**src/tprs_defines.vh**
```
// constants for the tributary pattern and receive setup block
// What this block does
// - prbs 23/20/15 and qrss 20 sources
// - one-in-eight sends word 01000000
// - three-in-24 sends 01000100 00000000 00000100
// - user word 8/16/24 bits, reports user-defined
// - user word preset zeros, ones, 10101010, arbitrary
// - transmit and receive settings kept separate
// - auto scan loads receive from detected signal
// - receive rates sts1 sts3 oc1 oc3 oc12
// - receive rates ds1 ds3 ds3-to-ds1
// - reject receive ds1 with transmit ds3 on config writes, auto scan not checked
// - tributary mappings equal or bulk fill on config writes, auto scan not checked
// - coupled changes copy to other side
// - coupling overwrites the non-originating side
// - independent mode ends coupling, status shows it
// - relock on rate reselect or los
// - receive level cross_connect_level low high monitor
// - structure sts-1 or sts-3c for high rates
`ifndef TPRS_DEFINES_VH
`define TPRS_DEFINES_VH
// apb register byte offsets
`define TPRS_TX_CFG      12'h000
`define TPRS_RX_CFG      12'h004
`define TPRS_USER_WORD   12'h008
`define TPRS_CMD         12'h00c
`define TPRS_STATUS      12'h010
// config fields: rate[3:0] pattern[7:4] map[10:8] level[12:11] struct[13]
`define TPRS_RATE_LO     0
`define TPRS_RATE_HI     3
`define TPRS_PAT_LO      4
`define TPRS_PAT_HI      7
`define TPRS_MAP_LO      8
`define TPRS_MAP_HI      10
`define TPRS_LVL_LO      11
`define TPRS_LVL_HI      12
`define TPRS_STRUCT_BIT  13
`define TPRS_CFG_W       14
// rates
`define TPRS_R_STS1      4'h0
`define TPRS_R_STS3      4'h1
`define TPRS_R_OC1       4'h2
`define TPRS_R_OC3       4'h3
`define TPRS_R_OC12      4'h4
`define TPRS_R_DS1       4'h5
`define TPRS_R_DS3       4'h6
`define TPRS_R_DS3DS1    4'h7
// patterns
`define TPRS_P_PRBS23    4'h0
`define TPRS_P_PRBS20    4'h1
`define TPRS_P_PRBS15    4'h2
`define TPRS_P_QRSS      4'h3
`define TPRS_P_ONE8      4'h4
`define TPRS_P_ONES      4'h5
`define TPRS_P_ZEROS     4'h6
`define TPRS_P_USER8     4'h7
`define TPRS_P_USER16    4'h8
`define TPRS_P_USER24    4'h9
`define TPRS_P_THREE24   4'ha
// mappings
`define TPRS_M_BULK_EQ   3'h0
`define TPRS_M_BULK_UNEQ 3'h1
`define TPRS_M_DS3       3'h2
`define TPRS_M_VT15      3'h3
`define TPRS_M_DS3DS1    3'h4
// fixed words
`define TPRS_ONE8_WORD   8'h40
`define TPRS_THREE24_WORD 24'h440004
`define TPRS_USER_DEF    24'haaaaaa
`define TPRS_USER_ONES   24'hffffff
`define TPRS_USER_ZEROS  24'h000000
// command bits
`define TPRS_C_SCAN      0
`define TPRS_C_COUPLE_RX 1
`define TPRS_C_COUPLE_TX 2
`define TPRS_C_INDEP     3
`define TPRS_C_USER_ZERO 4
`define TPRS_C_USER_ONE  5
`define TPRS_C_USER_DEF  6
`define TPRS_C_RESELECT  7
// prbs taps (bit index of feedback pair)
`define TPRS_TAP23_A     22
`define TPRS_TAP23_B     17
`define TPRS_TAP20_A     19
`define TPRS_TAP20_B     16
`define TPRS_TAP15_A     14
`define TPRS_TAP15_B     13
`define TPRS_QRSS_RUN    14
`define TPRS_CFG_RST     14'h0000
`endif

```
**src/tprs_pattern_gen.v**
```verilog
// pattern bit generator, registered output
`include "tprs_defines.vh"
module tprs_pattern_gen (
    input  wire        pclk,
    input  wire        presetn,
    input  wire        clk_en,
    input  wire        bit_en,
    input  wire [3:0]  pattern,
    input  wire [23:0] user_word,
    output reg         tx_bit
);
    reg  [22:0] lfsr_reg;   // shared prbs shift register
    reg  [4:0]  pos_reg;    // bit position in word
    reg  [4:0]  zrun_reg;   // qrss zero run counter
    reg  [4:0]  wlen;       // word length of fixed pattern
    reg  [23:0] word;       // fixed pattern, msb aligned
    reg         fb;         // lfsr feedback
    reg         pbit;       // chosen next bit
    reg         stuck;      // active lfsr span all zero
    // word select and feedback per pattern
    always @* begin
        wlen = 5'd24;
        word = 24'h000000;
        fb   = lfsr_reg[`TPRS_TAP23_A] ^ lfsr_reg[`TPRS_TAP23_B];
        // shorter sequences only see the low bits, so lock-up is judged there
        stuck = (lfsr_reg == 23'h000000);
        case (pattern)
            `TPRS_P_ONE8: begin
                wlen = 5'd8;
                word = {`TPRS_ONE8_WORD, 16'h0000};
            end
            `TPRS_P_THREE24: word = `TPRS_THREE24_WORD;
            `TPRS_P_ONES: word = 24'hffffff;
            `TPRS_P_USER8: begin
                wlen = 5'd8;
                word = {user_word[7:0], 16'h0000};
            end
            `TPRS_P_USER16: begin
                wlen = 5'd16;
                word = {user_word[15:0], 8'h00};
            end
            `TPRS_P_USER24: word = user_word;
            `TPRS_P_PRBS20: begin
                fb    = lfsr_reg[`TPRS_TAP20_A] ^ lfsr_reg[`TPRS_TAP20_B];
                stuck = (lfsr_reg[19:0] == 20'h00000);
            end
            `TPRS_P_QRSS: begin
                fb    = lfsr_reg[`TPRS_TAP20_A] ^ lfsr_reg[`TPRS_TAP20_B];
                stuck = (lfsr_reg[19:0] == 20'h00000);
            end
            `TPRS_P_PRBS15: begin
                fb    = lfsr_reg[`TPRS_TAP15_A] ^ lfsr_reg[`TPRS_TAP15_B];
                stuck = (lfsr_reg[14:0] == 15'h0000);
            end
            default: wlen = 5'd24;
        endcase
        pbit = word[5'd23 - pos_reg];
        if (pattern <= `TPRS_P_QRSS)
            pbit = fb;
        // qrss forces a one after a long zero run, limiting zero density
        if (pattern == `TPRS_P_QRSS && zrun_reg >= `TPRS_QRSS_RUN)
            pbit = 1'b1;
    end
    // shift one bit per enabled slot, no gaps between repeats
    always @(posedge pclk or negedge presetn) begin
        if (!presetn) begin
            lfsr_reg <= 23'h7fffff;
            pos_reg  <= 5'd0;
            zrun_reg <= 5'd0;
            tx_bit   <= 1'b0;
        end else if (clk_en && bit_en) begin
            lfsr_reg <= {lfsr_reg[21:0], fb};
            // lock-up guard: all-zero active span would never leave
            if (stuck)
                lfsr_reg <= 23'h7fffff;
            if (pos_reg >= wlen - 5'd1)
                pos_reg <= 5'd0;
            else
                pos_reg <= pos_reg + 5'd1;
            zrun_reg <= pbit ? 5'd0 : zrun_reg + 5'd1;
            tx_bit   <= pbit;
        end
    end
endmodule

```
**src/tprs_setup.v**
```verilog
// tributary pattern source and receive settings over apb
//
// Local design decisions: the register offsets and the APB register port.
`include "tprs_defines.vh"
module tprs_setup (
    input  wire        pclk,
    input  wire        presetn,
    input  wire        clk_en,
    input  wire        psel,
    input  wire        penable,
    input  wire        pwrite,
    input  wire [11:0] paddr,
    input  wire [31:0] pwdata,
    output wire [31:0] prdata,
    output wire        pready,
    output wire        pslverr,
    input  wire        bit_en,
    input  wire        rx_los,
    input  wire [13:0] detected_cfg,
    output wire        tx_bit,
    output reg         rx_relock,
    output wire [13:0] rx_cfg_out,
    output wire [13:0] tx_cfg_out,
    output wire        coupled,
    output wire        user_defined
);
    reg  [13:0] tx_cfg_reg;      // transmit parameter set
    reg  [13:0] rx_cfg_reg;      // receive parameter set
    reg  [23:0] user_word_reg;   // programmable user word
    reg         coupled_reg;     // settings linked
    reg         reject_reg;      // last config write refused, cleared by the next legal one
    reg  [31:0] prdata_reg;      // registered read data
    reg         los_d_reg;       // los edge detect
    reg  [13:0] tx_cand;         // candidate transmit set
    reg  [13:0] rx_cand;         // candidate receive set
    reg         legal;           // candidate passes checks
    reg         wr_tx;           // transmit set written
    reg         wr_rx;           // receive set written
    wire        access;          // apb access phase
    wire        wr;              // write strobe
    wire [7:0]  cmd;             // command bits
    // decode functions used more than once
    function is_trib;
        input [3:0] r;
        begin
            is_trib = (r == `TPRS_R_DS1) || (r == `TPRS_R_DS3) || (r == `TPRS_R_DS3DS1);
        end
    endfunction
    function is_bulk;
        input [2:0] m;
        begin
            is_bulk = (m == `TPRS_M_BULK_EQ) || (m == `TPRS_M_BULK_UNEQ);
        end
    endfunction
    function rate_ok;
        input [3:0] r;
        begin
            rate_ok = (r <= `TPRS_R_DS3DS1);
        end
    endfunction
    // single cycle apb slave, no wait states
    assign access  = psel & penable;
    assign wr      = access & pwrite & clk_en;
    assign pready  = 1'b1;
    assign pslverr = 1'b0;
    assign cmd     = pwdata[7:0];
    assign prdata  = prdata_reg;
    // candidate settings and legality checks
    always @* begin
        tx_cand = tx_cfg_reg;
        rx_cand = rx_cfg_reg;
        wr_tx   = wr && paddr == `TPRS_TX_CFG;
        wr_rx   = wr && paddr == `TPRS_RX_CFG;
        // each write touches its own set, and the other set as well when coupled
        if (wr_tx)
            tx_cand = pwdata[13:0];
        if (wr_rx)
            rx_cand = pwdata[13:0];
        if (coupled_reg && wr_tx)
            rx_cand = pwdata[13:0];
        if (coupled_reg && wr_rx)
            tx_cand = pwdata[13:0];
        legal = rate_ok(rx_cand[`TPRS_RATE_HI:`TPRS_RATE_LO])
              && rate_ok(tx_cand[`TPRS_RATE_HI:`TPRS_RATE_LO])
              && tx_cand[`TPRS_PAT_HI:`TPRS_PAT_LO] <= `TPRS_P_THREE24;
        // no receive ds1 with transmit ds3
        if (rx_cand[`TPRS_RATE_HI:`TPRS_RATE_LO] == `TPRS_R_DS1
            && tx_cand[`TPRS_RATE_HI:`TPRS_RATE_LO] == `TPRS_R_DS3)
            legal = 1'b0;
        // tributary mappings must match or be bulk
        if ((is_trib(rx_cand[`TPRS_RATE_HI:`TPRS_RATE_LO]) || is_trib(tx_cand[`TPRS_RATE_HI:`TPRS_RATE_LO]))
            && rx_cand[`TPRS_MAP_HI:`TPRS_MAP_LO] != tx_cand[`TPRS_MAP_HI:`TPRS_MAP_LO]
            && !is_bulk(rx_cand[`TPRS_MAP_HI:`TPRS_MAP_LO])
            && !is_bulk(tx_cand[`TPRS_MAP_HI:`TPRS_MAP_LO]))
            legal = 1'b0;
        // qrss only at ds1 transmit rate
        if (tx_cand[`TPRS_PAT_HI:`TPRS_PAT_LO] == `TPRS_P_QRSS
            && tx_cand[`TPRS_RATE_HI:`TPRS_RATE_LO] != `TPRS_R_DS1)
            legal = 1'b0;
    end
    // settings registers and commands
    always @(posedge pclk or negedge presetn) begin
        if (!presetn) begin
            tx_cfg_reg    <= `TPRS_CFG_RST;
            rx_cfg_reg    <= `TPRS_CFG_RST;
            user_word_reg <= `TPRS_USER_DEF;
            coupled_reg   <= 1'b0;
            reject_reg    <= 1'b0;
        end else if (clk_en) begin
            // config write, refused whole if illegal
            if (wr_tx || wr_rx) begin
                if (legal) begin
                    tx_cfg_reg <= tx_cand;
                    rx_cfg_reg <= rx_cand;
                end
                reject_reg <= !legal;
            end
            if (wr && paddr == `TPRS_USER_WORD)
                user_word_reg <= pwdata[23:0];
            if (wr && paddr == `TPRS_CMD) begin
                if (cmd[`TPRS_C_USER_ZERO])
                    user_word_reg <= `TPRS_USER_ZEROS;
                else if (cmd[`TPRS_C_USER_ONE])
                    user_word_reg <= `TPRS_USER_ONES;
                else if (cmd[`TPRS_C_USER_DEF])
                    user_word_reg <= `TPRS_USER_DEF;
                if (cmd[`TPRS_C_SCAN]) begin
                    rx_cfg_reg <= detected_cfg;
                    if (coupled_reg)
                        tx_cfg_reg <= detected_cfg;
                end
                if (cmd[`TPRS_C_COUPLE_RX]) begin
                    tx_cfg_reg  <= rx_cfg_reg;
                    coupled_reg <= 1'b1;
                end else if (cmd[`TPRS_C_COUPLE_TX]) begin
                    rx_cfg_reg  <= tx_cfg_reg;
                    coupled_reg <= 1'b1;
                end
                if (cmd[`TPRS_C_INDEP])
                    coupled_reg <= 1'b0;
            end
        end
    end
    // relock pulse on reselect or los falling edge
    always @(posedge pclk or negedge presetn) begin
        if (!presetn) begin
            los_d_reg <= 1'b0;
            rx_relock <= 1'b0;
        end else if (clk_en) begin
            los_d_reg <= rx_los;
            // relock after reselect or valid los
            rx_relock <= (los_d_reg && !rx_los)
                       || (wr_rx && legal)
                       || (wr && paddr == `TPRS_CMD && cmd[`TPRS_C_RESELECT]);
        end
    end
    // read data registered in setup phase
    always @(posedge pclk or negedge presetn) begin
        if (!presetn)
            prdata_reg <= 32'h00000000;
        else if (clk_en && psel && !penable) begin
            case (paddr)
                `TPRS_TX_CFG:    prdata_reg <= {18'h00000, tx_cfg_reg};
                `TPRS_RX_CFG:    prdata_reg <= {18'h00000, rx_cfg_reg};
                `TPRS_USER_WORD: prdata_reg <= {8'h00, user_word_reg};
                `TPRS_STATUS:    prdata_reg <= {29'h00000000, user_defined, reject_reg, coupled_reg};
                default:         prdata_reg <= 32'h00000000;
            endcase
        end
    end
    // level and structure go out with rx set
    assign rx_cfg_out = rx_cfg_reg;
    assign tx_cfg_out = tx_cfg_reg;
    assign coupled    = coupled_reg;
    assign user_defined = tx_cfg_reg[`TPRS_PAT_HI:`TPRS_PAT_LO] >= `TPRS_P_USER8
                       && tx_cfg_reg[`TPRS_PAT_HI:`TPRS_PAT_LO] <= `TPRS_P_USER24;
    // transmit pattern generator
    tprs_pattern_gen u_gen (
        .pclk      (pclk),
        .presetn   (presetn),
        .clk_en    (clk_en),
        .bit_en    (bit_en),
        .pattern   (tx_cfg_reg[`TPRS_PAT_HI:`TPRS_PAT_LO]),
        .user_word (user_word_reg),
        .tx_bit    (tx_bit)
    );
endmodule

```
**config.mk**
```make
export PLATFORM = sky130hd
export DESIGN_NAME = tprs_setup
export DESIGN_NICKNAME = d
export VERILOG_FILES = /design/src/tprs_pattern_gen.v /design/src/tprs_setup.v
export VERILOG_INCLUDE_DIRS = /design/src
export SDC_FILE = /design/constraint.sdc
export NUM_CORES = 1
export LEC_CHECK = 0
export ABC_AREA = 1
export ABC_CLOCK_PERIOD_IN_PS = 2300
export BUFFER_PORTS_ARGS = -buffer_cell sky130_fd_sc_hd__buf_2
export CAP_MARGIN = 20
export CORE_UTILIZATION = 40
export CTS_BUF_LIST = sky130_fd_sc_hd__clkbuf_2 sky130_fd_sc_hd__clkbuf_4 sky130_fd_sc_hd__clkbuf_8
export CTS_CLUSTER_SIZE = 12
export DETAILED_ROUTE_END_ITERATION = 8
export GPL_ROUTABILITY_DRIVEN = 0
export HOLD_SLACK_MARGIN = 0.1
export PLACE_DENSITY_LB_ADDON = 0.3
export SETUP_SLACK_MARGIN = 0.4
export SYNTH_ARGS = -nofsm -noshare
export SYNTH_HDL_FRONTEND = slang
export SYNTH_SLANG_ARGS = --single-unit
export TNS_END_PERCENT = 20
```
**constraint.sdc**
```tcl
create_clock -name pclk -period 2.3 [get_ports pclk]
set_input_delay 0.23 -clock pclk [delete_from_list [all_inputs] [get_ports pclk]]
set_output_delay 0.23 -clock pclk [all_outputs]
set_load 0.02 [all_outputs]
```
# [Yosys cells after proc, flatten, opt, wreduce, memory -nomap -nowiden]
# Cells that the tools add are included.
[classes] addsub=4 mul=0 div_mod_pow=0 magnitude_cmp=9 eq_ne=24 shifts=0 n_mux=39 bitwise_logic=6 reduce_logical=47
[ops] cell="$mux 14" n=16
[ops] cell="$pmux 24 s6" n=1
[ops] cell="$mux 24" n=5
[ops] cell="$pmux 24 s4" n=1
[ops] cell="$eq 4x3->1 const B" n=9
[ops] cell="$eq 12x4->1 const B" n=2
[ops] cell="$logic_not 23->1" n=1
[ops] cell="$mux 23" n=1
[ops] cell="$logic_and 1x1->1" n=21
[ops] cell="$logic_not 20->1" n=1
[ops] cell="$logic_not 15->1" n=1
[ops] cell="$eq 12x3->1 const B" n=1
[ops] cell="$eq 12x5->1 const B" n=1
[ops] cell="$eq 4x2->1 const B" n=3
[ops] cell="$eq 4x4->1 const B" n=3
[ops] cell="$logic_not 12->1" n=1
[ops] cell="$add 5x1->5 const B" n=2
[ops] cell="$logic_or 1x1->1" n=10
[ops] cell="$mux 5" n=2
[ops] cell="$pmux 5 s2" n=1
[ops] cell="$mux 1" n=9
[ops] cell="$le 4x3->1 const B" n=2
[ops] cell="$le 4x4->1 const B" n=2
[ops] cell="$eq 3x1->1 const B" n=2
[ops] cell="20 further kinds" n=31
[totals] ff_bits=122 latchBits=0 ram_bits=0 mem_bits_ro=0 input_bits=66 out_inout_bits=66 wordCells=141 mem_count=0

# [Depth between registers and ports, before layout]
# Gate-level depths: netlist (run 1).
[logic_depth] word_depth=21 mapped_depth=20 mapped_depth_nobuf=18

# [By module]
# Synthesis (run 1) repeated with hierarchy kept, for this count alone.
[unflattened] hier_cells=1241 hier_area_um2=8399.3
[by_module_without_submodules] module="tprs_setup" n_inst=1 cells_per_inst=883 area_each_um2=5980.7 seq_area_each_um2=2016.9
[by_module_without_submodules] module="tprs_pattern_gen" n_inst=1 cells_per_inst=358 area_each_um2=2418.6 seq_area_each_um2=879.6

# [Worst setup path after synthesis (run 1)]
# OpenSTA, ideal clock, no wires.
[synth_path] path_kind="reg-to-reg" from="reg tx_cfg_reg[4], in the netlist tx_cfg_out[4]" to="reg u_gen.pos_reg[2]" setup_ns=0.094 arrival_ns=2.215 required_ns=2.206 slack_ns=-0.009 path_stages_with_launch=13 period_less_slack_ns=2.309 cell_sequence="dfrtp_1 > clkbuf_1 > nor2_1 > nand2_1 > inv_1 > ha_1 > inv_1 > ha_1 > a21oi_1 > nand3_1 > nand2_1 > inv_1 > a211oi_1"
[synth_via] elab_chain_len=6
[synth_lines] item="start, declared" line="tprs_setup.v:27" rtl="reg [13:0] tx_cfg_reg;"
[synth_lines] item="start signal, assigned" line="tprs_setup.v:104" rtl="tx_cfg_reg <= `TPRS_CFG_RST;"
[synth_lines] item="start signal, assigned" line="tprs_setup.v:113" rtl="tx_cfg_reg <= tx_cand;"
[synth_lines] item="start signal, assigned" line="tprs_setup.v:130" rtl="tx_cfg_reg <= detected_cfg;"
[synth_lines] item="$eq 4x3->1" line="tprs_pattern_gen.v:27" rtl="case (pattern)"
[synth_lines] item="$reduce_or 2->1 (no source line)"
[synth_lines] item="$pmux 5 s2 *" line="tprs_pattern_gen.v:27"
[synth_lines] item="$sub 5x1->5 *" line="tprs_pattern_gen.v:76" rtl="if (pos_reg >= wlen - 5'd1)"
[synth_lines] item="$ge 5x5->1 *" line="tprs_pattern_gen.v:76"
[synth_lines] item="$mux 5 *" line="tprs_pattern_gen.v:76"
[synth_lines] item="end signal, assigned" line="tprs_pattern_gen.v:79" rtl="pos_reg <= pos_reg + 5'd1;"
[synth_lines] item="end, declared" line="tprs_pattern_gen.v:13" rtl="reg [4:0] pos_reg;"
# Mark *: on every way between the ends. The rest lies on a longest branch, timed or not.
# A chain may end at the register's enable or synchronous reset.

# [Worst setup path after layout (run 1)]
[layout_path] from="reg coupled_reg, in the netlist coupled" to="reg tx_cfg_reg[13], in the netlist tx_cfg_out[13]"
[layout_via] elab_chain_len=17
[layout_lines] item="start, declared" line="tprs_setup.v:30" rtl="reg coupled_reg;"
[layout_lines] item="start signal, assigned" line="tprs_setup.v:107" rtl="coupled_reg <= 1'b0;"
[layout_lines] item="start signal, assigned" line="tprs_setup.v:134" rtl="coupled_reg <= 1'b1;"
[layout_lines] item="start signal, assigned" line="tprs_setup.v:137" rtl="coupled_reg <= 1'b1;"
[layout_lines] item="parallel branches: the longest is 16 deep, another holds $le 4x3->1"
[layout_lines] item="$mux 14 *" line="tprs_setup.v:120" rtl="if (wr && paddr == `TPRS_CMD) begin"
[layout_lines] item="end signal, assigned" line="tprs_setup.v:113"
[layout_lines] item="end signal, assigned" line="tprs_setup.v:130"
[layout_lines] item="end signal, assigned" line="tprs_setup.v:133" rtl="tx_cfg_reg <= rx_cfg_reg;"
# Every way passes the cells marked *.

==> out/metrics.yaml, run 1 <==
status:
  outcome: "completed"
pwr:
  p_leak_nw: 5.241
  combPwrFrac: 0.262
  power_frac_clock: 0.317
  internal_power_mw: 3.979
  power.density_nw_per_um2: 595.3
  total_power_mw: 6.172
  switching_share: 0.3553
  max-vdd-ir-drop_mv: 0.3436
  sequentialPowerShare: 0.421
  switchingPower_mw: 2.193
cells_and_area:
  final_cells: 1618
  layout-drive-gt1-share: 0.3012
  final_cell_mix: "nand2_1, buf_2, inv_1"
  mostFrequentLayoutCell: "nand2_1"
  layout.nets: 1417
  areaGrowthSynthToFinish_pct: 31.79
  fin_area_sq_um: 10370
  antenna_cells: 0
timing:
  fin_worst_skew_ns: 0.01166
  drv_slew: 0
  fin_crit_ns: 2.215
  max_freq_mhz: 451.4
  fin_tns_setup_ns: 0
  relSlewSlack: 0.5654
  max_slew.worst_pin.slew_ns: 0.6451
  hold_violations: 0
  finalSetupViolations: 0
  fin_crit_sh: 0.9631
  rsz0062_at_grt: "true"
global_route:
  grt_use_total: 0.2754
  grt_max_degree: 68
  overflow: 0
  antenna_found_initial: 0
  first_global_vias: 8174
  grt_pass1_wl_um: 42920
die:
  core_area_sq_um: 19020
  ios: 132
  die_width_um: 142.2
  dieArea_sq_um: 20230
  initial_core_util: 0.4137
  rows: 50
  die-height_um: 142.2
hold_path:
  hold_start: "pwdata[15]"
  hold_depth: 5
  hp-class: "input pin to register"
critical_path:
  ff2ff_path_depth: 18
  critical_path_buf_inv_count: 5
  path_class: "register to register"
  cp.depth: 18
  arrival_ns: 2.57
  worstPathMaxFanout: 4
  critPathSlowestCell: "dfrtp_2"
  critPathTopFamily: "simple AND/OR/NAND/NOR gates"
  cp-start-kind: "register"
  endpoint_kind: "register"
  crit_start: "coupled"
  regToRegStartpoint: "coupled"
  critical_path.cell_chain: "inv_2 -> buf_6 -> buf_4 -> nand2_2 -> nand3_1 -> nand2_2 -> nand2_1 -> nor2_1 -> nand2_1 -> nand2_2 -> nor2_4 -> buf_12 -> buf_16 -> nand3_4 -> nand2_2 -> nand3_2 -> nand2_1 -> nand2_1"
  required_ns: 2.65
  slowest_delay_ns: 0.43
run:
  maxCapViolCount: 0
clocking:
  worstSkewPairLatency_ns: 0.46
  cts_root_buf: "clkbuf_8"
  clock_path_buffers: 2
  tritoncts: "done"
  htreeDepth: 4
  clk_pin_slew_ns: 0.08
  cts_buffers: 17
  cts.sinks: 114
placed_design:
  placed_area_sq_um: 9306
  place_inst: 1566
  io_buffers: 113
  dp_hpwl_um: 19420
routing:
  drt-initial-drc-count: 958
  viasPerCell: 5.449
  drc: 0
  dr_total_vias: 8816
  avgRoutedWirePerCell_um: 16.82
  wl_um: 27220
  dr.pass1.iters: 5
  antenna_left: 0
yosys:
  ys_seq_area_frac: 0.3682
  syn_area_per_cell_sq_um: 6.777
  synthFlopType: "dfrtp_1"
  synthCells: 1161
  synth_cell_types: 45
  synth_edf_count: 0
  yosysWarnings: 0
  ys_async_sr_fraction: 1.000
  synth-seq-cells: 114
  netlist_area_sq_um: 7868
layout make-up:
class,instances,area (sq um)
well taps,260,325.3
clock inverters,14,152.6
repair buffers,230,1650
clock buffers,18,247.7
inverters,123,475.5
multi-input cells,859,4613
fillers,1823,8650
flip-flops and latches,114,2904
per-layer routing:
metal / wire length [um] / GRT usage / vias to the layer above
met5: 0 / 0 / -
met2: 13140 / 0.4554 / 389
met1: 11220 / 0.3548 / 4136
met3: 2116 / 0.05081 / 55
met4: 752 / 0.1104 / 0
li1: - / - / 4236
synth_stat cells (4+ instances only):
cell type	instances	share of area
o211ai_1	6	0.0057
nor3_1	13	0.0083
a2bb2oi_1	10	0.011
inv_1	118	0.056
xor2_1	6	0.0067
o22ai_1	18	0.014
o21ai_0	106	0.067
ha_1	6	0.0095
nor2_2	5	0.0040
buf_6	6	0.0086
nand4_1	35	0.028
a22oi_1	7	0.0067
dfstp_2	35	0.12
a221oi_1	4	0.0045
nand2_1	317	0.15
a31oi_1	32	0.025
o31ai_1	12	0.011
clkbuf_1	52	0.025
buf_4	10	0.0095
dfrtp_1	79	0.25
buf_2	4	0.0025
nand3_1	73	0.046
o221ai_1	5	0.0056
a21oi_1	56	0.036
nand2_2	8	0.0064
nor2_1	109	0.052
stage by stage:
stage	setup slack, ns	util	hold slack, ns
2_1_floorplan	0.1696	-	-0.06559
3_3_place_gp	-0.2170	0.4893	0.1821
3_5_place_dp	-0.2406	0.4893	0.1823
4_1_cts	0.1335	0.5253	0.1030
5_1_grt	-0.06183	0.5452	0.1546
6_report	0.08487	0.5452	0.1101
cell families (layout without fill, tap and decap cells):
group | after synthesis | in the layout | synth area share
other | 2 | 10 | 0.0009546
and+or+nand+nor | 570 | 570 | 0.3115
adders and majority gates | 6 | 6 | 0.009542
xor gates and xnor gates | 6 | 6 | 0.006679
DFF | 114 | 114 | 0.3682
buffers and inverters | 196 | 385 | 0.1046
AOI/OAI and AO/OA | 267 | 267 | 0.1985
power groups by stage:
stage / registers [mW] / clock network, mW / logic [mW]
finish: 2.60 / 1.96 / 1.62
global route: 2.63 / 2.07 / 1.80
CTS: 2.59 / 1.98 / 1.53
detailed placement: 2.62 / 0 / 1.44
global placement: 2.61 / 0 / 1.42
floorplan: 2.56 / 0 / 0.951
tightest hold or removal path, cell delays in order:
cell,delay [ns]
buf_2,0.08
nand2_1,0.05
nand3_1,0.07
nand2_1,0.04
o21ai_0,0.06
path summary, 6_finish.rpt:
path                                          end  slack, ns
min in group asynchronous           tx_cfg_out[8]       0.23
worst max-delay path               tx_cfg_out[13]       0.08
worst min-delay path            user_word_reg[15]       0.11
worst min register to register         prdata[22]       0.48
worst max register to register     tx_cfg_out[13]       0.08
max in group asynchronous       user_word_reg[19]       1.33
what timing repair did:
item                                    in CTS  in global routing
resized for setup                           27                 91
setup buffers                                9                  2
pin swaps                                    6                 49
gates cloned                                 1                  2
hold endpoints to repair                    31                  0
hold buffers                                 6                  0
endpoints found under the setup margin      41                 61
Power figures use the tool's default switching activity.
==> run 2, diff against run 1 <==
==> constraint.sdc (replaced) <==
create_clock -name pclk -period 2.3 [get_ports pclk]
set_input_delay 0.23 -clock pclk [delete_from_list [all_inputs] [get_ports pclk]]
set_output_delay 0.23 -clock pclk [all_outputs]
set_load 0.01 [all_outputs]
==> out/metrics.yaml, run 2 (synthesis gave the netlist of run 1 again) <==
clocking:
  htreeDepth: 4  # unchanged
  clk_pin_slew_ns: 0.08  # about the same
  cts.sinks: 114  # unchanged
  worstSkewPairLatency_ns: 0.48  # +0.02 ns
  clock_path_buffers: 2  # unchanged
  cts_root_buf: "clkbuf_8"
  cts_buffers: 17  # unchanged
  tritoncts: "done"
placed_design:
  io_buffers: 113  # unchanged
  place_inst: 1567  # +0.064%
  placed_area_sq_um: 9233  # -0.79%
  dp_hpwl_um: 19840  # +2.2%
die:
  die-height_um: 142.2  # unchanged
  die_width_um: 142.2  # unchanged
  dieArea_sq_um: 20230  # unchanged
  core_area_sq_um: 19020  # unchanged
  initial_core_util: 0.4137  # unchanged
  ios: 132  # unchanged
  rows: 50  # unchanged
timing:
  rsz0062_at_grt: "true"
  relSlewSlack: 0.6158  # +0.05039
  hold_violations: 0  # unchanged
  max_freq_mhz: 435.3  # -3.6%
  fin_crit_sh: 0.9987  # +0.03561
  drv_slew: 0  # unchanged
  finalSetupViolations: 0  # unchanged
  fin_worst_skew_ns: 0.01032  # -0.001337 ns
  fin_crit_ns: 2.297  # +0.08189 ns
  max_slew.worst_pin.slew_ns: 0.5728  # -0.07231 ns
critical_path:
  regToRegStartpoint: "coupled"
  path_class: "register to register"
  cp-start-kind: "register"
  arrival_ns: 2.68  # +0.11 ns
  required_ns: 2.68  # +0.03 ns
  worstPathMaxFanout: 9  # +5
  endpoint_kind: "register"
  crit_start: "coupled"
global_route:
  grt_max_degree: 61  # -10%
  first_global_vias: 8398  # +2.7%
  busiest_layer: "met2"
  use_met1: 0.3717  # +0.01691
  overflow: 0  # unchanged
  grt_pass1_wl_um: 45080  # +5.0%
  antenna_found_initial: 0  # unchanged
  use_met2: 0.4515  # -0.003870
  grt_use_total: 0.2893  # +0.01391
  gr-usage-met3: 0.06292  # +0.01211
hold_path:
  hp-class: "input pin to register"
  hold_start: "pwdata[22]"
cells_and_area:
  post-route-util: 0.5605  # +0.01526
  fin_area_sq_um: 10660  # +2.8%
  final_cells: 1644  # +1.6%
  seq_area_sq_um: 2902  # about the same
  mostFrequentLayoutCell: "nand2_1"
  layout.nets: 1442  # +1.8%
  fillerInstances: 1748  # -4.1%
  multi_input_area_sq_um: 4666  # +1.1%
  layout-drive-gt1-share: 0.3131  # +0.01191
  final_cell_mix: "nand2_1, buf_2, inv_1"
  areaGrowthSynthToFinish_pct: 35.48
pwr:
  max-vdd-ir-drop_mv: 0.4006  # +17%
  total_power_mw: 6.292  # +1.9%
  p_leak_nw: 5.362  # +2.3%
  power.density_nw_per_um2: 590.3  # -0.83%
run:
  maxCapViolCount: 0  # unchanged
routing:
  viasPerCell: 5.671  # +4.1%
  drc: 0  # unchanged
  drt-initial-drc-count: 1334  # +39%
  antenna_left: 0  # unchanged
  avgRoutedWirePerCell_um: 18.05  # +7.3%
  wl_um: 29670  # +9.0%
  dr.pass1.iters: 8  # +3
  dr_total_vias: 9323  # +5.8%
status:
  outcome: "completed"
## run 2: cell types whose count changed in the layout (fill, tap and decap cells not counted), moves of 3 or more
cell / before / now
buf_4: 90 / 102
buf_6: 9 / 19
nor2_1: 100 / 94
nand3_1: 50 / 55
nand3_2: 19 / 15
nor2_2: 4 / 8
clkinv_4: 2 / 5
inv_2: 15 / 12
inv_6: 4 / 1
## run 2: path summary, 6_finish.rpt
path                       depth (start not counted)           endpoint  slack, ns
max in group asynchronous                          3   user_word_reg[7]       1.30
max                                               18      rx_cfg_out[0]      0.003
max reg2reg                                       18      rx_cfg_out[0]      0.003
min reg2reg                                        2          prdata[6]       0.48
min                                                3  user_word_reg[22]       0.12
min in group asynchronous                          2      tx_cfg_out[5]       0.26
## run 2: final cells by class
type,instances,share of cell area
well taps,260,0.03052
diodes,1,0.0002348
clock buffers,17,0.02195
flip-flops and latches,114,0.2722
clock inverters,15,0.01737
multi-input cells,861,0.4377
inverters,123,0.04472
repair buffers,253,0.1753
## run 2: repair_timing
item                                    CTS  global route
gates resized for setup                  55           106
buffers inserted                         18            13
pin swaps                                11            32
hold endpoints to repair                 40             0
endpoints found under the setup margin   42            58
cloned                                    3             2
hold buffers                              8             0
## run 2: stage by stage
stage | setup slack (ns) | TNS (ns) | hold WS [ns]
after detailed placement | -0.2420 | -5.111 | 0.2416
after global routing | -0.09356 | -1.153 | 0.1388
after global placement | -0.2321 | -4.828 | 0.2386
after CTS | 0.1583 | 0 | 0.1065
after floorplan | 0.1727 | 0 | -0.06559
final | 0.002978 | 0 | 0.1192
## run 2: worst max-delay path: stages, from the launching register on
cell and delay [ns]:
dfrtp_1 0.43, inv_4 0.13, buf_6 0.13, nand2_8 0.07, nand2_8 0.09, nand2_1 0.11, nand2_4 0.13, nand2_1 0.10
nor2_2 0.12, nand2_1 0.09, nand2_2 0.09, nor2_4 0.05, buf_12 0.13, buf_12 0.14, buf_6 0.12, nand4_1 0.10
nand3_2 0.09, nand2_2 0.07, nand2_2 0.04
## run 2: report_power, final
part,switching (mW),total [mW],internal (mW)
clock network,0.963,2.04,1.08
registers,0.238,2.56,2.32
logic,1.01,1.69,0.681
total,2.21,6.29,4.08
## run 2: layer usage
layer,share of wire,wire length [um],vias up
met1,0.39,11480,4223
li1,-,-,4301
met5,0,0,-
met4,0.055,1618,0
met3,0.11,3201,164
met2,0.45,13370,635
==> run 3, diff against run 2 <==
--- a/config.mk
+++ b/config.mk
@@ -7,7 +7,7 @@
 export NUM_CORES = 1
 export LEC_CHECK = 0
 export ABC_AREA = 1
-export ABC_CLOCK_PERIOD_IN_PS = 2300
+export ABC_CLOCK_PERIOD_IN_PS = 2400
 export BUFFER_PORTS_ARGS = -buffer_cell sky130_fd_sc_hd__buf_2
 export CAP_MARGIN = 20
 export CORE_UTILIZATION = 40
==> constraint.sdc (replaced) <==
create_clock -name pclk -period 2.4 [get_ports pclk]
set_input_delay 0.24 -clock pclk [delete_from_list [all_inputs] [get_ports pclk]]
set_output_delay 0.24 -clock pclk [all_outputs]
set_load 0.01 [all_outputs]
==> out/metrics.yaml, run 3 (synthesis gave the netlist of run 1 again) <==
global_route:
  grt_use_total: 0.2850  # -0.004273
  overflow: 0  # unchanged
  first_global_vias: 8408  # +0.12%
  grt_pass1_wl_um: 44460  # -1.4%
  antenna_found_initial: 0  # unchanged
  grt_max_degree: 56  # -8.2%
critical_path:
  required_ns: 2.79  # +0.11 ns
  critPathSlowestCell: "dfrtp_1"
  path_class: "register to register"
  worstPathMaxFanout: 5  # -4
  regToRegStartpoint: "coupled"
  crit_start: "coupled"
  endpoint_kind: "register"
  arrival_ns: 2.55  # -0.13 ns
  critPathTopFamily: "simple AND/OR/NAND/NOR gates"
  slowest_delay_ns: 0.41  # -0.02 ns
  critical_path.cell_chain: "buf_4 -> o2111ai_4 -> buf_6 -> nand2_1 -> nand2_2 -> nor2_4 -> nand2_2 -> a21oi_4 -> nand2_4 -> nand3_4 -> buf_6 -> nand2_1 -> nand3_1 -> a21oi_1"
  cp-start-kind: "register"
  critical_path_buf_inv_count: 3  # -2
pwr:
  total_power_mw: 5.875  # -6.6%
  max-vdd-ir-drop_mv: 0.3537  # -12%
  p_leak_nw: 5.232  # -2.4%
  power.density_nw_per_um2: 571.0  # -3.3%
placed_design:
  placed_area_sq_um: 9234  # about the same
  dp_hpwl_um: 19840  # about the same
  place_inst: 1564  # -0.19%
  io_buffers: 113  # unchanged
hold_path:
  hp-class: "input pin to register"
  hold_start: "pwdata[23]"
cells_and_area:
  layout.nets: 1428  # -0.97%
  antenna_cells: 0  # -1
  fin_area_sq_um: 10290  # -3.5%
  areaGrowthSynthToFinish_pct: 30.77
  mostFrequentLayoutCell: "nand2_1"
  final_cells: 1629  # -0.91%
  final_cell_mix: "nand2_1, inv_1, buf_2"
  layout-drive-gt1-share: 0.2783  # -0.03478
timing:
  fin_crit_sh: 0.9016  # -0.09712
  drv_slew: 0  # unchanged
  max_slew.worst_pin.slew_ns: 0.6194  # +0.04658 ns
  max_freq_mhz: 462.1  # +6.2%
  relSlewSlack: 0.5871  # -0.02869
  finalSetupViolations: 0  # unchanged
  fin_worst_skew_ns: 0.01456  # +0.004236 ns
  rsz0062_at_grt: "true"
  fin_crit_ns: 2.164  # -0.1332 ns
  hold_violations: 0  # unchanged
clocking:
  worstSkewPairLatency_ns: 0.46  # -0.02 ns
  clock_path_buffers: 2  # unchanged
  cts.sinks: 114  # unchanged
  cts_buffers: 17  # unchanged
  tritoncts: "done"
  cts_root_buf: "clkbuf_8"
  clk_pin_slew_ns: 0.08  # about the same
  htreeDepth: 4  # unchanged
die:
  die_width_um: 142.2  # unchanged
  die-height_um: 142.2  # unchanged
  initial_core_util: 0.4137  # unchanged
  ios: 132  # unchanged
  rows: 50  # unchanged
  dieArea_sq_um: 20230  # unchanged
  core_area_sq_um: 19020  # unchanged
routing:
  viasPerCell: 5.576  # -1.7%
  dr.pass1.iters: 9  # +1
  antenna_left: 0  # unchanged
  avgRoutedWirePerCell_um: 17.30  # -4.2%
  drt-initial-drc-count: 1020  # -24%
  dr_total_vias: 9083  # -2.6%
  drc: 0  # unchanged
  wl_um: 28180  # -5.0%
status:
  outcome: "completed"
run:
  maxCapViolCount: 0  # unchanged
[run 3: changes by cell type in the layout (fill, tap and decap cells not counted), sizes merged]
cell         previous run  this run
clkbuf                 17        18
clkinv                  9         7
nand2                 327       326
inv                   123       128
clkinvlp                3         1
dlygate4sd3             8         3
buf                   245       236
diode                   1         0
bufinv                  3         2
[run 3: area by class of cell]
type	instances	area, sq um
repair buffers	240	1704
flip-flops and latches	114	2900
fillers	1851	8730
well taps	260	325.3
clock inverters	15	170.2
inverters	123	464.2
multi-input cells	860	4491
clock buffers	17	234.0
[run 3: layer usage]
metal | share of wire | GRT usage | vias to the layer above
met1 | 0.40 | 0.3674 | 4179
met5 | 0 | 0 | -
met2 | 0.46 | 0.4538 | 521
met4 | 0.041 | 0.1222 | 0
li1 | - | - | 4278
met3 | 0.098 | 0.06965 | 105
[run 3: power breakdown]
group | leakage (nW) | internal (mW) | switching (mW) | total (mW)
Sequential | 1.34 | 2.22 | 0.244 | 2.47
Combinational | 3.68 | 0.587 | 0.891 | 1.48
Clock | 0.207 | 0.954 | 0.975 | 1.93
[run 3: metrics by stage]
stage | utilization | setup WS [ns] | TNS [ns] | hold slack (ns)
floorplan | - | 0.2627 | 0 | -0.05559
global placement | 0.4851 | -0.1735 | -4.190 | 0.2901
detailed placement | 0.4855 | -0.1861 | -4.534 | 0.2951
CTS | 0.5264 | 0.3036 | 0 | 0.1075
global route | 0.5410 | 0.1010 | 0 | 0.1287
finish | 0.5410 | 0.2362 | 0 | 0.1155
[run 3: final timing paths]
kind / end / depth (start not counted) / slack, ns
max: rx_cfg_out[2] / 14 / 0.24
max in group asynchronous: user_word_reg[23] / 3 / 1.18
max reg2reg: rx_cfg_out[2] / 14 / 0.24
min in group asynchronous: u_gen.zrun_reg[1] / 2 / 0.34
min: user_word_reg[23] / 5 / 0.12
min reg2reg: prdata[17] / 2 / 0.48
[run 3: worst register-to-register path: cells and delay by family (launching register included)]
kind	cells	cell delay (ns)
and+or+nand+nor	8	0.74
AOI/OAI and AO/OA	3	0.49
buffers and inverters	3	0.47
DFF	1	0.41
[run 3: timing repair]
| item | 4_1_cts | 5_1_grt |
|---|---|---|
| resized for setup | 50 | 38 |
| cloned | 2 | 1 |
| setup buffers | 13 | 14 |
| pin swaps | 17 | 22 |
| endpoints found under the setup margin | 41 | 43 |
| hold buffers | 3 | 0 |
| hold endpoints to repair | 28 | 0 |
